===== config.mk =====
export PLATFORM = sky130hd
export DESIGN_NAME = dds_top
export DESIGN_NICKNAME = d
export VERILOG_FILES = /design/src/include/dds_pkg.sv /design/src/rtl/dds_fifo.sv /design/src/rtl/dds_rx.sv /design/src/rtl/dds_top.sv
export SDC_FILE = /design/constraint.sdc
export NUM_CORES = 1
export LEC_CHECK = 0
export ABC_CLOCK_PERIOD_IN_PS = 10700
export BUFFER_PORTS_ARGS = -buffer_cell sky130_fd_sc_hd__buf_2
export CORE_ASPECT_RATIO = 0.7
export CORE_MARGIN = 2
export CORE_UTILIZATION = 28
export DETAILED_ROUTE_END_ITERATION = 12
export PLACE_DENSITY = 0.49
export SLEW_MARGIN = 20
export SYNTH_ARGS = -nofsm -noshare
export SYNTH_HDL_FRONTEND = slang
export SYNTH_SLANG_ARGS = --single-unit

===== constraint.sdc =====
create_clock -name mclk -period 10.7 [get_ports mclk]
set_input_delay 2.14 -clock mclk [delete_from_list [all_inputs] [get_ports mclk]]
set_output_delay 2.14 -clock mclk [all_outputs]
set_load 0.01 [all_outputs]

===== src/include/dds_pkg.sv =====
`default_nettype none
package dds_pkg;
   localparam int CLK_HZ     = 250_000_000;
   localparam int TIMEOUT_MS = 250;
   // Longest wait, rounded down to whole cycles
   localparam int TIMEOUT_CYC = TIMEOUT_MS * (CLK_HZ / 1000);
   localparam int OVERSAMPLE  = 16;
   localparam int SYS_MAX     = 256;
   localparam int FIFO_DEPTH  = 8;
   localparam int FIFO_WIDTH  = 25;

   // Register word addresses within the sixteen-address group
   localparam logic [3:0] A_TXDATA  = 4'h0;
   localparam logic [3:0] A_TXSPEED = 4'h1;
   localparam logic [3:0] A_RXSPEED = 4'h2;
   localparam logic [3:0] A_STARTCH = 4'h3;
   localparam logic [3:0] A_COUNT   = 4'h4;
   localparam logic [3:0] A_SYSADDR = 4'h5;
   localparam logic [3:0] A_DATADDR = 4'h6;
   localparam logic [3:0] A_CTRL    = 4'h7;
   localparam logic [3:0] A_STATUS  = 4'h8;

   // Control and status bit positions
   localparam int CTRL_SYS_EN  = 0;
   localparam int CTRL_DATA_EN = 1;
   localparam int ST_TX_READY  = 0;
   localparam int ST_OVERRUN   = 1;
   localparam int ST_FRAME_ERR = 2;
   localparam int ST_DATA_MODE = 3;
   localparam int ST_SYS_CAUSE = 4;
   localparam int ST_DAT_CAUSE = 8;

   // Values after reset
   localparam logic [15:0] RST_SPEED = 16'h065B;
   localparam logic [7:0]  RST_START = 8'h00;
   localparam logic [15:0] RST_COUNT = 16'h0000;
   localparam logic [15:0] RST_ADDR  = 16'h0000;
   localparam logic [1:0]  RST_CTRL  = 2'h0;

   typedef enum logic [1:0] {
      DDS_MSG_IDLE = 2'b00,
      DDS_MSG_SYS  = 2'b01,
      DDS_MSG_DATA = 2'b10
   } dds_msg_t;

   typedef enum logic [2:0] {
      DDS_END_NONE     = 3'b000,
      DDS_END_TIMEOUT  = 3'b001,
      DDS_END_COUNT    = 3'b010,
      DDS_END_OVERFLOW = 3'b011,
      DDS_END_START    = 3'b100
   } dds_cause_t;

   typedef enum logic [1:0] {
      DDS_RX_IDLE  = 2'b00,
      DDS_RX_START = 2'b01,
      DDS_RX_DATA  = 2'b10,
      DDS_RX_STOP  = 2'b11
   } dds_rx_t;
endpackage
`default_nettype wire


===== src/rtl/dds_fifo.sv =====
`timescale 1ns/1ns
`default_nettype none
module dds_fifo #(
   parameter int WIDTH = 8,
   parameter int DEPTH = 8
) (
   input  wire logic             mclk,
   input  wire logic             rst,
   input  wire logic             in_valid,
   output logic                  in_ready,
   input  wire logic [WIDTH-1:0] in_data,
   output logic                  out_valid,
   input  wire logic             out_ready,
   output logic      [WIDTH-1:0] out_data
);
   localparam int AW = $clog2(DEPTH);

   logic [WIDTH-1:0] mem [DEPTH];
   logic [AW-1:0]    wr_ptr_reg;
   logic [AW-1:0]    rd_ptr_reg;
   logic [AW:0]      level_reg;
   logic             push;
   logic             pop;

   // Full and empty follow the true fill level
   assign in_ready  = (level_reg != (AW+1)'(DEPTH));
   assign out_valid = (level_reg != '0);
   assign push      = in_valid && in_ready;
   assign pop       = out_valid && out_ready;
   assign out_data  = mem[rd_ptr_reg];

   // Storage has no reset, only the pointers and the fill level need one
   always_ff @(posedge mclk) begin
      if (push) begin
         mem[wr_ptr_reg] <= in_data;
      end
   end

   // Pointers and fill level
   always_ff @(posedge mclk) begin
      if (rst) begin
         wr_ptr_reg <= '0;
         rd_ptr_reg <= '0;
         level_reg  <= '0;
      end else begin
         if (push) begin
            wr_ptr_reg <= (wr_ptr_reg == AW'(DEPTH - 1)) ? '0 : wr_ptr_reg + 1'b1;
         end
         if (pop) begin
            rd_ptr_reg <= (rd_ptr_reg == AW'(DEPTH - 1)) ? '0 : rd_ptr_reg + 1'b1;
         end
         if (push && !pop) begin
            level_reg <= level_reg + 1'b1;
         end else if (pop && !push) begin
            level_reg <= level_reg - 1'b1;
         end
      end
   end
endmodule
`default_nettype wire


===== src/rtl/dds_rx.sv =====
`timescale 1ns/1ns
`default_nettype none
module dds_rx (
   input  wire logic       mclk,
   input  wire logic       rst,
   input  wire logic       tick16,
   input  wire logic       rxd,
   output logic            byte_valid,
   output logic [7:0]      byte_data,
   output logic            frame_err
);
   dds_pkg::dds_rx_t st_reg;
   logic [3:0]       tick_cnt_reg;
   logic [2:0]       bit_cnt_reg;
   logic [7:0]       shift_reg;

   // Bit timing on the 16x enable, sampling at mid-bit
   always_ff @(posedge mclk) begin
      if (rst) begin
         st_reg       <= dds_pkg::DDS_RX_IDLE;
         tick_cnt_reg <= 4'h0;
         bit_cnt_reg  <= 3'h0;
         shift_reg    <= 8'h00;
         byte_valid   <= 1'b0;
         byte_data    <= 8'h00;
         frame_err    <= 1'b0;
      end else begin
         byte_valid <= 1'b0;
         frame_err  <= 1'b0;
         if (tick16) begin
            tick_cnt_reg <= tick_cnt_reg + 4'h1;
            case (st_reg)
               dds_pkg::DDS_RX_IDLE: begin
                  tick_cnt_reg <= 4'h0;
                  if (!rxd) begin
                     st_reg <= dds_pkg::DDS_RX_START;
                  end
               end
               dds_pkg::DDS_RX_START: begin
                  // Half a bit in: glitch rejection on the start bit
                  if (tick_cnt_reg == 4'h7) begin
                     tick_cnt_reg <= 4'h0;
                     bit_cnt_reg  <= 3'h0;
                     st_reg       <= rxd ? dds_pkg::DDS_RX_IDLE : dds_pkg::DDS_RX_DATA;
                  end
               end
               dds_pkg::DDS_RX_DATA: begin
                  if (tick_cnt_reg == 4'hF) begin
                     shift_reg   <= {rxd, shift_reg[7:1]};
                     bit_cnt_reg <= bit_cnt_reg + 3'h1;
                     if (bit_cnt_reg == 3'h7) begin
                        st_reg <= dds_pkg::DDS_RX_STOP;
                     end
                  end
               end
               dds_pkg::DDS_RX_STOP: begin
                  if (tick_cnt_reg == 4'hF) begin
                     st_reg     <= dds_pkg::DDS_RX_IDLE;
                     byte_valid <= rxd;
                     byte_data  <= shift_reg;
                     frame_err  <= !rxd;
                  end
               end
               default: begin
                  st_reg <= dds_pkg::DDS_RX_IDLE;
               end
            endcase
         end
      end
   end
endmodule
`default_nettype wire


===== src/rtl/dds_top.sv =====
`timescale 1ns/1ns
`default_nettype none
module dds_top #(
   parameter int TIMEOUT_CYC = dds_pkg::TIMEOUT_CYC
) (
   input  wire logic        mclk,
   input  wire logic        rst,
   input  wire logic        wr_en,
   input  wire logic [3:0]  wr_addr,
   input  wire logic [15:0] wr_data,
   input  wire logic [3:0]  rd_addr,
   output logic      [15:0] rd_data,
   input  wire logic        rxd_pin,
   output logic             txd_pin,
   output logic             dma_valid,
   input  wire logic        dma_ready,
   output logic             dma_chan,
   output logic      [15:0] dma_addr,
   output logic      [7:0]  dma_data,
   output logic             irq_sys,
   output logic             irq_data
);
   // Host-visible registers
   logic [15:0]         tx_speed_reg;
   logic [15:0]         rx_speed_reg;
   logic [7:0]          start_reg;
   logic [15:0]         count_reg;
   logic [15:0]         sys_addr_reg;
   logic [15:0]         dat_addr_reg;
   logic [1:0]          ctrl_reg;
   logic                overrun_reg;
   logic                ferr_reg;
   dds_pkg::dds_cause_t sys_cause_reg;
   dds_pkg::dds_cause_t dat_cause_reg;

   // Transmit store
   logic       hold_full_reg;
   logic [7:0] hold_reg;
   logic       buf_full_reg;
   logic [7:0] buf_reg;
   logic       tx_busy_reg;
   logic [9:0] tx_shift_reg;
   logic [3:0] tx_tick_reg;
   logic [3:0] tx_bit_reg;

   // Receive path
   logic             rxd_meta_reg;
   logic             rxd_sync_reg;
   logic             rx_valid;
   logic [7:0]       rx_byte;
   logic             rx_ferr;
   dds_pkg::dds_msg_t msg_reg;
   logic [8:0]       sys_cnt_reg;
   logic [15:0]      dat_cnt_reg;
   logic [15:0]      sys_ptr_reg;
   logic [15:0]      dat_ptr_reg;
   logic [31:0]      idle_reg;
   logic             timeout;
   logic             is_start;
   logic             end_sys;
   logic             end_dat;
   dds_pkg::dds_cause_t sys_cause_next;
   dds_pkg::dds_cause_t dat_cause_next;
   logic [15:0]      sys_ptr_next;
   logic [8:0]       sys_cnt_next;
   logic [15:0]      dat_cnt_next;
   logic             push;
   logic             push_chan;
   logic [15:0]      push_addr;
   logic             fifo_in_ready;
   logic [24:0]      fifo_out;
   logic [1:0]       tick16;

   // One address of the sixteen-word group
   function automatic logic hit(input logic [3:0] a, input logic [3:0] r);
      hit = (a == r);
   endfunction

   // Register writes for the settings; transmit data and status writes are decoded where they act
   always_ff @(posedge mclk) begin
      if (rst) begin
         tx_speed_reg <= dds_pkg::RST_SPEED;
         rx_speed_reg <= dds_pkg::RST_SPEED;
         start_reg    <= dds_pkg::RST_START;
         count_reg    <= dds_pkg::RST_COUNT;
         sys_addr_reg <= dds_pkg::RST_ADDR;
         dat_addr_reg <= dds_pkg::RST_ADDR;
         ctrl_reg     <= dds_pkg::RST_CTRL;
      end else if (wr_en) begin
         if (hit(wr_addr, dds_pkg::A_TXSPEED)) tx_speed_reg <= wr_data;
         if (hit(wr_addr, dds_pkg::A_RXSPEED)) rx_speed_reg <= wr_data;
         if (hit(wr_addr, dds_pkg::A_STARTCH)) start_reg <= wr_data[7:0];
         if (hit(wr_addr, dds_pkg::A_COUNT)) count_reg <= wr_data;
         if (hit(wr_addr, dds_pkg::A_SYSADDR)) sys_addr_reg <= wr_data;
         if (hit(wr_addr, dds_pkg::A_DATADDR)) dat_addr_reg <= wr_data;
         if (hit(wr_addr, dds_pkg::A_CTRL)) ctrl_reg <= wr_data[1:0];
      end
   end

   // Read-back is registered; unused addresses read zero
   always_ff @(posedge mclk) begin
      if (rst) begin
         rd_data <= 16'h0000;
      end else begin
         case (rd_addr)
            dds_pkg::A_TXSPEED: rd_data <= tx_speed_reg;
            dds_pkg::A_RXSPEED: rd_data <= rx_speed_reg;
            dds_pkg::A_STARTCH: rd_data <= {8'h00, start_reg};
            dds_pkg::A_COUNT:   rd_data <= count_reg;
            dds_pkg::A_SYSADDR: rd_data <= sys_addr_reg;
            dds_pkg::A_DATADDR: rd_data <= dat_addr_reg;
            dds_pkg::A_CTRL:    rd_data <= {14'h0000, ctrl_reg};
            dds_pkg::A_STATUS: begin
               rd_data <= {5'h00, dat_cause_reg, 1'b0, sys_cause_reg,
                           msg_reg == dds_pkg::DDS_MSG_DATA, ferr_reg,
                           overrun_reg, !hold_full_reg};
            end
            default: rd_data <= 16'h0000;
         endcase
      end
   end

   // Two 16x rate dividers, transmit and receive set separately
   generate
      for (genvar g = 0; g < 2; g++) begin : g_div
         logic [15:0] cnt_reg;
         logic [15:0] div;
         assign div = (g == 0) ? tx_speed_reg : rx_speed_reg;
         always_ff @(posedge mclk) begin
            if (rst) begin
               cnt_reg   <= 16'h0000;
               tick16[g] <= 1'b0;
            end else if (cnt_reg + 16'h0001 >= div) begin
               cnt_reg   <= 16'h0000;
               tick16[g] <= 1'b1;
            end else begin
               cnt_reg   <= cnt_reg + 16'h0001;
               tick16[g] <= 1'b0;
            end
         end
      end
   endgenerate

   // Holding register: a write while full is dropped
   always_ff @(posedge mclk) begin
      if (rst) begin
         hold_full_reg <= 1'b0;
         hold_reg      <= 8'h00;
      end else if (wr_en && hit(wr_addr, dds_pkg::A_TXDATA) && !hold_full_reg) begin
         hold_full_reg <= 1'b1;
         hold_reg      <= wr_data[7:0];
      end else if (hold_full_reg && !buf_full_reg) begin
         hold_full_reg <= 1'b0;
      end
   end

   // Transmit buffer, second stage of the three-byte store
   always_ff @(posedge mclk) begin
      if (rst) begin
         buf_full_reg <= 1'b0;
         buf_reg      <= 8'h00;
      end else if (hold_full_reg && !buf_full_reg) begin
         buf_full_reg <= 1'b1;
         buf_reg      <= hold_reg;
      end else if (buf_full_reg && !tx_busy_reg) begin
         buf_full_reg <= 1'b0;
      end
   end

   // Shifter, 8N1; idle line rests at one
   always_ff @(posedge mclk) begin
      if (rst) begin
         tx_busy_reg  <= 1'b0;
         tx_shift_reg <= 10'h3FF;
         tx_tick_reg  <= 4'h0;
         tx_bit_reg   <= 4'h0;
      end else if (!tx_busy_reg) begin
         if (buf_full_reg) begin
            tx_busy_reg  <= 1'b1;
            tx_shift_reg <= {1'b1, buf_reg, 1'b0};
            tx_tick_reg  <= 4'h0;
            tx_bit_reg   <= 4'h0;
         end
      end else if (tick16[0]) begin
         tx_tick_reg <= tx_tick_reg + 4'h1;
         if (tx_tick_reg == 4'hF) begin
            tx_shift_reg <= {1'b1, tx_shift_reg[9:1]};
            tx_bit_reg   <= tx_bit_reg + 4'h1;
            if (tx_bit_reg == 4'h9) begin
               tx_busy_reg <= 1'b0;
            end
         end
      end
   end
   assign txd_pin = tx_shift_reg[0];

   // Line input crosses in through two flops
   always_ff @(posedge mclk) begin
      if (rst) begin
         rxd_meta_reg <= 1'b1;
         rxd_sync_reg <= 1'b1;
      end else begin
         rxd_meta_reg <= rxd_pin;
         rxd_sync_reg <= rxd_meta_reg;
      end
   end

   dds_rx u_rx (
      .mclk       (mclk),
      .rst        (rst),
      .tick16     (tick16[1]),
      .rxd        (rxd_sync_reg),
      .byte_valid (rx_valid),
      .byte_data  (rx_byte),
      .frame_err  (rx_ferr)
   );

   // Idle time since the last character, saturating
   always_ff @(posedge mclk) begin
      if (rst || rx_valid) begin
         idle_reg <= 32'h0000_0000;
      end else if (idle_reg <= 32'(TIMEOUT_CYC)) begin
         idle_reg <= idle_reg + 32'h0000_0001;
      end
   end
   assign timeout = (idle_reg == 32'(TIMEOUT_CYC)) && !rx_valid;

   // Message decisions for the character of this cycle
   always_comb begin
      is_start       = (rx_byte == start_reg);
      sys_ptr_next   = (msg_reg == dds_pkg::DDS_MSG_SYS) ? sys_ptr_reg : sys_addr_reg;
      sys_cnt_next   = (msg_reg == dds_pkg::DDS_MSG_SYS) ? sys_cnt_reg + 9'h001 : 9'h001;
      dat_cnt_next   = dat_cnt_reg + 16'h0001;
      end_sys        = 1'b0;
      end_dat        = 1'b0;
      sys_cause_next = dds_pkg::DDS_END_NONE;
      dat_cause_next = dds_pkg::DDS_END_NONE;
      push           = 1'b0;
      push_chan      = 1'b0;
      push_addr      = sys_ptr_next;
      if (rx_valid) begin
         if (msg_reg == dds_pkg::DDS_MSG_DATA) begin
            push      = ctrl_reg[dds_pkg::CTRL_DATA_EN];
            push_chan = 1'b1;
            push_addr = dat_ptr_reg;
            if (dat_cnt_next == count_reg) begin
               end_dat        = 1'b1;
               dat_cause_next = dds_pkg::DDS_END_COUNT;
            end
         end else if (is_start) begin
            end_sys        = (msg_reg == dds_pkg::DDS_MSG_SYS);
            sys_cause_next = dds_pkg::DDS_END_START;
         end else begin
            push = ctrl_reg[dds_pkg::CTRL_SYS_EN];
            if (sys_cnt_next == 9'(dds_pkg::SYS_MAX)) begin
               end_sys        = 1'b1;
               sys_cause_next = dds_pkg::DDS_END_OVERFLOW;
            end
         end
      end else if (timeout) begin
         end_sys        = (msg_reg == dds_pkg::DDS_MSG_SYS);
         end_dat        = (msg_reg == dds_pkg::DDS_MSG_DATA);
         sys_cause_next = dds_pkg::DDS_END_TIMEOUT;
         dat_cause_next = dds_pkg::DDS_END_TIMEOUT;
      end
   end

   // Message state and character counts
   always_ff @(posedge mclk) begin
      if (rst) begin
         msg_reg     <= dds_pkg::DDS_MSG_IDLE;
         sys_cnt_reg <= 9'h000;
         dat_cnt_reg <= 16'h0000;
      end else if (rx_valid) begin
         if (msg_reg == dds_pkg::DDS_MSG_DATA) begin
            dat_cnt_reg <= dat_cnt_next;
            if (end_dat) msg_reg <= dds_pkg::DDS_MSG_IDLE;
         end else if (is_start) begin
            msg_reg     <= dds_pkg::DDS_MSG_DATA;
            dat_cnt_reg <= 16'h0000;
         end else begin
            sys_cnt_reg <= sys_cnt_next;
            msg_reg     <= end_sys ? dds_pkg::DDS_MSG_IDLE : dds_pkg::DDS_MSG_SYS;
         end
      end else if (end_sys || end_dat) begin
         msg_reg <= dds_pkg::DDS_MSG_IDLE;
      end
   end

   // Store pointers advance on each character of an enabled channel, even one a full queue loses
   always_ff @(posedge mclk) begin
      if (rst) begin
         sys_ptr_reg <= dds_pkg::RST_ADDR;
         dat_ptr_reg <= dds_pkg::RST_ADDR;
      end else if (rx_valid) begin
         if (msg_reg != dds_pkg::DDS_MSG_DATA && is_start) begin
            dat_ptr_reg <= dat_addr_reg;
         end else if (msg_reg == dds_pkg::DDS_MSG_DATA) begin
            if (push) dat_ptr_reg <= dat_ptr_reg + 16'h0001;
         end else begin
            sys_ptr_reg <= push ? sys_ptr_next + 16'h0001 : sys_ptr_next;
         end
      end
   end

   // Per-channel end pulses and the cause of the last end
   always_ff @(posedge mclk) begin
      if (rst) begin
         irq_sys       <= 1'b0;
         irq_data      <= 1'b0;
         sys_cause_reg <= dds_pkg::DDS_END_NONE;
         dat_cause_reg <= dds_pkg::DDS_END_NONE;
      end else begin
         irq_sys  <= end_sys;
         irq_data <= end_dat;
         if (end_sys) sys_cause_reg <= sys_cause_next;
         if (end_dat) dat_cause_reg <= dat_cause_next;
      end
   end

   // Sticky errors; a new event beats a same-cycle clear
   always_ff @(posedge mclk) begin
      if (rst) begin
         overrun_reg <= 1'b0;
         ferr_reg    <= 1'b0;
      end else begin
         if (push && !fifo_in_ready) begin
            overrun_reg <= 1'b1;
         end else if (wr_en && hit(wr_addr, dds_pkg::A_STATUS)) begin
            overrun_reg <= 1'b0;
         end
         if (rx_ferr) begin
            ferr_reg <= 1'b1;
         end else if (wr_en && hit(wr_addr, dds_pkg::A_STATUS)) begin
            ferr_reg <= 1'b0;
         end
      end
   end

   // Line cannot be stalled, so a full queue loses the character
   dds_fifo #(
      .WIDTH (dds_pkg::FIFO_WIDTH),
      .DEPTH (dds_pkg::FIFO_DEPTH)
   ) u_fifo (
      .mclk      (mclk),
      .rst       (rst),
      .in_valid  (push),
      .in_ready  (fifo_in_ready),
      .in_data   ({push_chan, push_addr, rx_byte}),
      .out_valid (dma_valid),
      .out_ready (dma_ready),
      .out_data  (fifo_out)
   );
   assign dma_chan = fifo_out[24];
   assign dma_addr = fifo_out[23:8];
   assign dma_data = fifo_out[7:0];
endmodule
`default_nettype wire


# ---- Yosys cells after proc, flatten, opt, wreduce, memory -nomap -nowiden
# Memories as Yosys holds them, arrays and structs flattened. A register that Yosys moved wholly into a read port is not among the register bits.
# Cells that the tools add are included.
dict set report totals {
  mem_bits_rw 200
  wordCells 251
  out_inout_bits 45
  mem_count 1
  reg_bits 317
  input_bits 29
}
# memory depth word_bits rd rd_ports_with_merged_regs wr line
set mem_list {}
lappend mem_list {u_fifo.mem 8 25 1 1 1 dds_fifo.sv:18} ;# logic [WIDTH-1:0] mem [DEPTH];
dict set report classes {
  bitwise 6
  reduce_logical 57
  n_mux 83
  magnitude_cmp 3
  eq_ne 42
  addsub 15
}
# operator n
set ops {}
lappend ops {{$mux 16} 9}
lappend ops {{$pmux 16 s8} 1}
lappend ops {{$add 16x1->16 const B} 5}
lappend ops {{$mux 10} 4}
lappend ops {{$eq 4x3->1 const B} 9}
lappend ops {{$mux 4} 9}
lappend ops {{$add 32x1->32 const B} 1}
lappend ops {{$eq 32x26->1 const B} 1}
lappend ops {{$ge 16x16->1} 2}
lappend ops {{$le 32x26->1 const B} 1}
lappend ops {{$mux 1} 32}
lappend ops {{$mux 3} 10}
lappend ops {{$mux 2} 14}
lappend ops {{$reduce_bool 2->1} 11}
lappend ops {{$eq 4x4->1 const B} 5}
lappend ops {{$reduce_and 2->1} 10}
lappend ops {{$reduce_and 3->1} 6}
lappend ops {{$add 4x1->4 const B} 4}
lappend ops {{$eq 16x16->1} 1}
lappend ops {{$eq 4x2->1 const B} 4}
lappend ops {{$logic_and 1x1->1} 12}
lappend ops {{$ne 2x1->1 const B} 6}
lappend ops {{$add 3x1->3 const B} 3}
lappend ops {{$add 9x1->9 const B} 1}
lappend ops {{24 further kinds} 45}

# ---- Longest topological paths before layout
# Gate-level depths: netlist (run 1).
dict set report logic_depth {
  word_depth 11
  depth_mapped 15
  depth_no_buf 14
}

# ---- Modules after synthesis
# Synthesis (run 1) repeated with hierarchy kept, for this count alone.
dict set report unflattened {
  hier_cells 2254
  area_unflattened_um2 23632.7
}
# module cells_per_inst seq_area_each_um2 n_inst area_per_inst_um2
set by_module_without_submodules {}
lappend by_module_without_submodules {dds_top 1748 5565.3 1 13970.9}
lappend by_module_without_submodules {dds_fifo 365 6266.0 1 8356.8}
lappend by_module_without_submodules {dds_rx 141 540.5 1 1305.0}

# ---- Least setup slack after synthesis (run 1)
# Ideal clock, no wire load.
dict set report synth_timing {
  path_type {flip-flop to flip-flop}
  startpoint {register msg_reg[1]}
  endpoint {memory u_fifo.mem[4][0] (netlist name), enable pin}
  n_path_buf 1
  period_less_slack_ns 4.615
  t_arrival_ns 4.136
  setup_ns 0.479
  path_slack_ns 6.085
  required_ns 10.221
  path_stages_with_launch 8
  cell_sequence {dfxtp_1 -> nor2b_1 -> buf_2 -> and2_1 -> nand2_1 -> nand2_1 -> nand2_1 -> nor4b_1}
}
dict set report synth_via {
  elab_chain_cells 6
}
# item line
set synth_lines {}
lappend synth_lines {{start, declared} dds_top.sv:52} ;# dds_pkg::dds_msg_t msg_reg;
lappend synth_lines {{start signal, assigned} dds_top.sv:271} ;# msg_reg <= dds_pkg::DDS_MSG_IDLE;
lappend synth_lines {{start signal, assigned} dds_top.sv:277} ;# if (end_dat) msg_reg <= dds_pkg::DDS_MSG_IDLE;
lappend synth_lines {{start signal, assigned} dds_top.sv:279} ;# msg_reg <= dds_pkg::DDS_MSG_DATA;
lappend synth_lines {{$eq 2x2->1} dds_top.sv:242} ;# if (msg_reg == dds_pkg::DDS_MSG_DATA) begin
lappend synth_lines {{$mux 1} dds_top.sv:242}
lappend synth_lines {{$mux 1} dds_top.sv:241} ;# if (rx_valid) begin
lappend synth_lines {{$logic_and 1x1->1} dds_fifo.sv:28} ;# assign push = in_valid && in_ready;
lappend synth_lines {{$mux 1} dds_fifo.sv:34} ;# if (push) begin
lappend synth_lines {{$mux 1 (implied by the code)} dds_fifo.sv:35} ;# mem[wr_ptr_reg] <= in_data;
lappend synth_lines {{end, declared} dds_fifo.sv:18}
# Every way passes these cells.

==> metrics.cfg, run 1 <==
[status]
status=finished, final reports clean

[floorplanning]
num_io_pins=74
die_h_um=246
core_mm2=0.0827
dieArea_mm2=0.0861
die_x_um=350
num_rows=88
initial_utilization_pct=28.4

[clocking]
clk_latency_ns=0.61
path_clk_slew_ns=0.06
cts_tree=yes
root_buffer=clkbuf_16
htree_levels=2
ctsHoldBuffers=0
clkSinkCount=518
cts_setup_buffers=0
clock_path_buffers=3
numCtsBuffers=56
ctsResizeCount=0

[timing]
setup_tns_ns=0
slew_viol_final=0
fmax_ghz=0.201
finalWorstSetupSlack_ns=5.73
post-route-period-util_pct=46.5
relSlewSlack_pct=35.9
whs_ns=0.436
rsz0062_at_grt=false
post-route-min-period_ns=4.97
hold_viol=0
setup_viol=0
worst_slew_pin_slew_ns=0.961
skew_ns=0.0148

[synth]
async_flop_share_pct=0
synth_seq_cells=518
ys_seq_area_share_pct=52.7
netlist_area_mm2=0.0235
synthTopCellsByArea=dfxtp_1, edfxtp_1, mux4_2
yosys_warnings=0
yosys.area.top_type_share_pct=27.1
yosysTopAreaCell=dfxtp_1
syn_area_per_cell_um2=10.4
synth-edff-count=200
synth.distinct_cells=86
ys.flop_type=dfxtp_1
syn-num-nets=2343
syn-instance-count=2256
synth_common_cells=dfxtp_1, nand2_1, nor2_1
yosysMostFrequentCell=dfxtp_1

[placement]
placed_cells=3355
postPlaceCellArea_mm2=0.0250
place_hpwl_um=42700
port_buffers=73
gp_congestion=0.808
pre_cts_ws_ns=6.27

[grt]
overflow=0
antenna_found_initial=2
grt_max_degree=184
grt_pass1_wl_um=98000
grt_pass1_vias=16800
grt_usage_pct=14.5

[drt]
vias=17100
drcViolationCount=0
viasPerCell=4.95
wl_per_cell_um=18.2
routed_wl_um=62900
postRouteAntennaNets=0
drtIter0Drc=1265
dr.pass1.iters=7

[critical_path]
path_max_fanout=46
cp_slowest_cell=buf_4
cp.required_ns=8.56
crit_path_cell_trace=buf_4 > mux4_2 > mux2_2 > buf_2
crit_path_start_kind=flop
crit_type=flop to output port
crit_family=multiplexers
end_kind=output port
cp.buffers_inverters=2
slowest_delay_ns=0.73
cp.arrival_ns=2.83

[power]
p_per_area_mw_per_mm2=168
p_total_mw=4.52
vdd_drop_max_mv=0.114
power.leakage_nw=9.02

[layout]
areaGrowthSynthToFinish_pct=14.9
finalNonFillerCells=3461
fin_nets=2375
final_area_mm2=0.0270
final_layout_size_suffix_gt1_share_pct=13.4
fin_util_pct=32.6
largest_register_ffs=200
top_register=u_fifo.mem

[hold_path]
hp-class=flop to flop

[run]
cap_violations=0

==> cells by family after synthesis <==
| logic type | synth area share, % |
|---|---|
| xor gates and xnor gates | 3.47 |
| and+or+nand+nor | 17.3 |
| buffers and inverters | 3.15 |
| AOI/OAI and AO/OA | 10.8 |
| DFF | 52.7 |
| adders and majority gates | 3.13 |
| muxes | 9.48 |
==> path summary, 6_finish.rpt <==
kind | depth (start not counted) | end | startpoint | slack, ns
worst min register to register | 1 | rxd_sync_reg | rxd_meta_reg | 0.44
worst min-delay path | 1 | rxd_sync_reg | rxd_meta_reg | 0.44
worst max register to register | 14 | u_fifo.level_reg[3] | u_rx.byte_data[4] | 6.52
worst max-delay path | 4 | dma_addr[13] | flop | 5.73
==> cells in the final DEF, fill, tap and decap left out, types with 11 or more instances in the layout <==
cell type	Yosys	routed
buf_4	1	25
mux2_2	27	27
nor2b_1	46	45
nand3_1	57	57
nor2_1	224	223
o21ai_0	76	76
a222oi_1	14	14
clkbuf_16	0	57
ha_1	57	57
nand3b_1	18	18
nand2b_1	21	21
inv_1	51	51
nor3_1	34	31
buf_2	5	72
nor4_1	13	12
and2_1	19	19
a21oi_1	185	185
mux2i_1	77	77
a31oi_1	24	24
mux4_2	50	50
a21o_1	11	11
a211oi_1	18	18
edfxtp_1	200	200
dfxtp_1	318	316
nand4_1	33	33
nand2_1	283	283
a211o_1	12	12
xnor2_1	51	51
xor2_1	42	42
and3_1	22	22
==> cell type report <==
class	instances	area [um2]
inverters	51	191
fillers	8333	55700
clock buffers	76	1590
clock inverters	29	398
repair buffers	99	579
multi-input cells	1562	10400
flip-flops and latches	518	12400
well taps	1125	1410
diodes	1	2.50
==> power by group <==
| group | switching, mW | internal, mW |
|---|---|---|
| Clock | 0.816 | 1.26 |
| Combinational | 0.205 | 0.166 |
| Sequential | 0.0243 | 2.06 |
==> metal layers <==
layer	GRT usage [%]	up-vias	wire length, um
li1	-	8214	-
met1	20.3	8448	29900
met2	23.2	370	28500
met3	1.99	96	2890
met4	4.44	0	1580
met5	0	-	0
No activity file was read; power rests on OpenSTA's default activity.
==> run 2: changes to the inputs <==
--- a/config.mk
+++ b/config.mk
@@ -5,13 +5,13 @@
 export SDC_FILE = /design/constraint.sdc
 export NUM_CORES = 1
 export LEC_CHECK = 0
-export ABC_CLOCK_PERIOD_IN_PS = 10700
+export ABC_CLOCK_PERIOD_IN_PS = 4330
 export BUFFER_PORTS_ARGS = -buffer_cell sky130_fd_sc_hd__buf_2
 export CORE_ASPECT_RATIO = 0.7
 export CORE_MARGIN = 2
 export CORE_UTILIZATION = 28
 export DETAILED_ROUTE_END_ITERATION = 12
-export PLACE_DENSITY = 0.49
+export PLACE_DENSITY = 0.51
 export SLEW_MARGIN = 20
 export SYNTH_ARGS = -nofsm -noshare
 export SYNTH_HDL_FRONTEND = slang
==> constraint.sdc (replaced) <==
create_clock -name mclk -period 4.33 [get_ports mclk]
set_input_delay 0.866 -clock mclk [delete_from_list [all_inputs] [get_ports mclk]]
set_output_delay 0.866 -clock mclk [all_outputs]
set_load 0.01 [all_outputs]
==> run 2 against run 1 <==
  * Power up 140%
  * Non-clock buffer count up 10
  * Utilization down 0.073 points
  * Clock-buffer cell count down 8
  * Die area unchanged
  * Clock power up 130%
  * Register-to-register slack worse by 6.1 ns
  * First-iteration DRC count up 13%
  * Critical path depth up 10
  * Via count up 0.66%
  * Worst hold slack worse by 0.022 ns
==> metrics.cfg, run 2 (synthesis results as in run 1) <==
[status]
status=finished, final reports clean

[grt]
grt_pass1_wl_um=98400
grt_pass1_vias=16600
grt_usage_pct=14.6
antenna_found_initial=0
overflow=0
grt_max_degree=77

[layout]
fin_nets=2383
largest_register_ffs=200
final_cell_mix=dfxtp_1, nand2_1, nor2_1
top_register=u_fifo.mem
final_common_cell=dfxtp_1
areaGrowthSynthToFinish_pct=14.7
fillers=8298
fin_util_pct=32.5
final_area_mm2=0.0269
finalNonFillerCells=3463
final_layout_size_suffix_gt1_share_pct=13.5

[clocking]
path_clk_slew_ns=0.06
clk_latency_ns=0.61
clkSinkCount=518
numCtsBuffers=54
cts_setup_buffers=0
htree_levels=2
root_buffer=clkbuf_16
cts_tree=yes
ctsHoldBuffers=0
clock_path_buffers=3
ctsResizeCount=0

[power]
p_per_area_mw_per_mm2=408
p_total_mw=11.0
vdd_drop_max_mv=0.260
power.leakage_nw=9.01

[floorplanning]
die_x_um=350
num_rows=88
initial_utilization_pct=28.4
die_h_um=246
num_io_pins=74
core_mm2=0.0827
dieArea_mm2=0.0861

[drt]
viasPerCell=4.98
routed_wl_um=63700
drcViolationCount=0
drtIter0Drc=1434
dr.pass1.iters=8
wl_per_cell_um=18.4
postRouteAntennaNets=0
vias=17200

[critical_path]
cp.arrival_ns=4.48
end_kind=flop
path_max_fanout=10
crit_path_start_kind=flop
crit_type=flop to flop
cp.required_ns=4.86

[timing]
finalWorstSetupSlack_ns=0.373
fmax_ghz=0.253
skew_ns=0.0223
relSlewSlack_pct=35.7
post-route-period-util_pct=91.4
setup_viol=0
hold_viol=0
worst_slew_pin_slew_ns=0.965
slew_viol_final=0
rsz0062_at_grt=false
post-route-min-period_ns=3.96

[placement]
pre_cts_ws_ns=0.422
placed_cells=3365
gp_congestion=0.860
place_hpwl_um=43300
port_buffers=73
postPlaceCellArea_mm2=0.0251

[hold_path]
hp-class=flop to flop

[run]
cap_violations=0

[run 2: metal layers]
metal	track usage [%]	vias up	share of wire (%)
met4	4.50	0	2.5
li1	-	8211	-
met3	1.99	97	4.8
met1	20.8	8494	48
met2	22.9	439	45
met5	0	-	0
[run 2: worst paths after layout]
| path | depth (start not counted) | to | from | slack (ns) |
|---|---|---|---|---|
| worst max-delay path | 14 | u_fifo.level_reg[3] | u_rx.byte_data[0] | 0.37 |
| worst min register to register | 1 | rxd_sync_reg | rxd_meta_reg | 0.41 |
| worst max register to register | 14 | u_fifo.level_reg[3] | u_rx.byte_data[0] | 0.37 |
| worst min-delay path | 1 | rxd_sync_reg | rxd_meta_reg | 0.41 |
[run 2: per-stage QoR]
step / setup TNS, ns / hold slack [ns]
global placement: 0 / 0.414
floorplan: -0.227 / 0.389
finish: 0 / 0.414
detailed placement: 0 / 0.410
CTS: 0 / 0.423
global route: 0 / 0.423
[run 2: area by class of cell]
cell class	instances	area, um2	share of cell area, %
Antenna cell	1	2.50	0.00930
Multi-Input combinational cell	1562	10400	38.7
Clock buffer	68	1480	5.48
Sequential cell	518	12400	46.0
Timing Repair Buffer	109	667	2.48
Tap cell	1125	1410	5.23
Inverter	51	191	0.712
Clock inverter	29	362	1.34
[run 2: worst max-delay path: stages, from the launching register on]
cell     delay (ns)
dfxtp_1        0.56
xnor2_1        0.17
nand4_1        0.31
o21ai_1        0.59
nand2_1        0.37
nand2_1        0.23
inv_1          0.13
ha_1           0.23
inv_1          0.12
ha_1           0.25
a21o_1         0.18
a21oi_1        0.18
xnor2_1        0.10
or3_1          0.31
a21oi_1        0.15
[run 2: power by group]
part	internal [mW]	switching, mW	total (mW)
Sequential	5.08	0.113	5.20
Combinational	0.425	0.482	0.907
Clock	2.88	1.98	4.86
Total	8.39	2.57	11.0
==> run 3: changes to the inputs <==
--- a/config.mk
+++ b/config.mk
@@ -15,4 +15,5 @@
 export SLEW_MARGIN = 20
 export SYNTH_ARGS = -nofsm -noshare
 export SYNTH_HDL_FRONTEND = slang
+export SYNTH_HIERARCHICAL = 1
 export SYNTH_SLANG_ARGS = --single-unit
==> run 3 against run 2 <==
  * Clock-buffer cell count rose by 4
  * Global-route usage increased by 0.56 points
  * Sequential share of layout area shrank 0.17 points
  * Worst hold slack got worse by 0.0066 ns
  * Critical path depth unchanged
  * Setup slack better by 0.21 ns
  * Area after synthesis rose by 0.75%
  * Sequential power is 2% lower
  * Largest power group unchanged
  * Routed wire length is 4.6% higher
  * Die area increased by 0.74%
  * Critical path type unchanged
  * Cell count increased by 0.40%
  * Register-to-register slack improved by 0.21 ns
  * Highest routed layer unchanged
==> metrics.cfg, run 3 <==
[status]
status=finished, final reports clean

[layout]
final_layout_size_suffix_gt1_share_pct=12.0
final_cell_mix=dfxtp_1, nand2_1, edfxtp_1
fin_nets=2379
diodes=0
largest_register_ffs=200
fillers=8467
top_register=u_fifo/mem
final_common_cell=dfxtp_1
areaGrowthSynthToFinish_pct=14.2

[synth]
yosys_warnings=6
yosysMostFrequentCell=dfxtp_1
async_flop_share_pct=0
yosysTopAreaCell=dfxtp_1
syn-num-nets=2337
synth_seq_cells=518
yosys.area.top_type_share_pct=26.9
syn-instance-count=2254
synthTopCellsByArea=dfxtp_1, edfxtp_1, mux4_1
ys_seq_area_share_pct=52.4
synth.distinct_cells=84
syn_area_per_cell_um2=10.5
synth-edff-count=200
synth_common_cells=dfxtp_1, nand2_1, edfxtp_1
ys.flop_type=dfxtp_1
netlist_area_mm2=0.0236

[critical_path]
cp-startpoint=u_rx/byte_data[3]
end_kind=flop
crit_path_start_kind=flop
crit_type=flop to flop
r2r_start=u_rx/byte_data[3]
cp.arrival_ns=4.24
path_max_fanout=10
cp.required_ns=4.83

[grt]
grt_usage_pct=15.2
grt_max_degree=71
antenna_found_initial=0
overflow=0
grt_pass1_vias=16700
grt_pass1_wl_um=102000

[floorplanning]
core_mm2=0.0840
num_io_pins=74
dieArea_mm2=0.0868
die_x_um=351
initial_utilization_pct=28.1
die_h_um=247
num_rows=89

[placement]
place_hpwl_um=45600
port_buffers=73
gp_congestion=0.842
pre_cts_ws_ns=0.636

[clocking]
clock_path_buffers=3
clkSinkCount=518
cts_tree=yes
path_clk_slew_ns=0.06
clk_latency_ns=0.62
ctsResizeCount=0
numCtsBuffers=55
cts_setup_buffers=0
ctsHoldBuffers=0
htree_levels=2
root_buffer=clkbuf_16

[timing]
slew_viol_final=0
setup_viol=0
finalWorstSetupSlack_ns=0.584
post-route-min-period_ns=3.75
hold_viol=0
worst_slew_pin_slew_ns=1.08
relSlewSlack_pct=28.2
setup_tns_ns=0
skew_ns=0.0159
rsz0062_at_grt=false
post-route-period-util_pct=86.5
fmax_ghz=0.267

[drt]
viasPerCell=5.03
vias=17500
drcViolationCount=0
postRouteAntennaNets=0
drtIter0Drc=1623
routed_wl_um=66700
dr.pass1.iters=6
wl_per_cell_um=19.2

[hold_path]
hp-class=flop to flop
min-delay-start=rxd_meta_reg

[power]
power.leakage_nw=8.86
vdd_drop_max_mv=0.263
p_per_area_mw_per_mm2=370

[run]
cap_violations=0

==> run 3: cell count changes in the layout (fill, tap and decap cells not counted), sizes merged, moves of 13 or more <==
cell and change:
a22oi +22, nand3 +16, mux2i -23, o211ai +13
nand2 +19, nor2b -35, nor2 -54
==> run 3: where the power goes <==
| part | internal (mW) | leakage [nW] | switching (mW) |
|---|---|---|---|
| logic | 0.0731 | 3.84 | 0.191 |
| clock network | 2.64 | 0.869 | 2.00 |
| registers | 5.05 | 4.15 | 0.0313 |
==> run 3: final cells by class <==
class,instances,area [um2],area share [%]
Tap cell,1137,1420,5.27
Timing Repair Buffer,115,699,2.59
Clock buffer,72,1550,5.75
Sequential cell,518,12400,45.8
Inverter,57,214,0.793
Clock inverter,29,216,0.802
Multi-Input combinational cell,1549,10500,39.0
==> run 3: cells by family (layout without fill, tap and decap cells) <==
group / count (synthesis) / after routing / share of synthesized area [%]
AO/OA/AOI/OAI: 450 / 450 / 11.7
adder cells (fa/ha/maj): 54 / 54 / 2.89
multiplexers: 137 / 137 / 9.42
buffers and inverters: 187 / 273 / 3.38
XOR/XNOR: 92 / 92 / 3.41
AND/OR/NAND/NOR: 816 / 816 / 16.8
flip-flops: 518 / 518 / 52.4
==> run 3: worst paths after layout <==
kind | to | slack, ns | cells after the start
setup reg to reg | u_fifo/level_reg[3] | 0.58 | 14
hold reg to reg | rxd_sync_reg | 0.41 | 1
setup / recovery | u_fifo/level_reg[3] | 0.58 | 14
hold / removal | rxd_sync_reg | 0.41 | 1
==> run 3: worst max-delay path, stage by stage (launching register included) <==
cell	delay [ns]
dfxtp_1	0.55
xnor2_1	0.19
nand4_1	0.36
o2111ai_1	0.43
and2_1	0.26
inv_1	0.07
nand2_2	0.17
inv_1	0.12
ha_1	0.23
inv_1	0.14
ha_1	0.28
a21oi_1	0.20
a211oi_1	0.10
a31oi_1	0.18
mux2_2	0.35
==> run 3: layer usage <==
layer | vias up | part of all wire (%) | global-route usage [%]
li1 | 8344 | - | -
met2 | 500 | 43 | 22.8
met5 | - | 0 | 0
met1 | 8576 | 49 | 22.5
met4 | 0 | 1.9 | 3.90
met3 | 84 | 5.8 | 2.32
==> run 3: stage by stage <==
step | util [%] | cell area, um2 | hold WS [ns] | power (mW) | std cells
detailed placement | 30.0 | 25200 | 0.398 | 5.45 | 3376
floorplan | - | 23600 | 0.389 | 5.33 | 2254
finish | 32.1 | 27000 | 0.407 | 9.99 | 3477
CTS | 32.1 | 27000 | 0.410 | 10.1 | 3477
global route | 32.1 | 27000 | 0.427 | 10.3 | 3477
global placement | 30.0 | 25200 | 0.397 | 5.44 | 3376
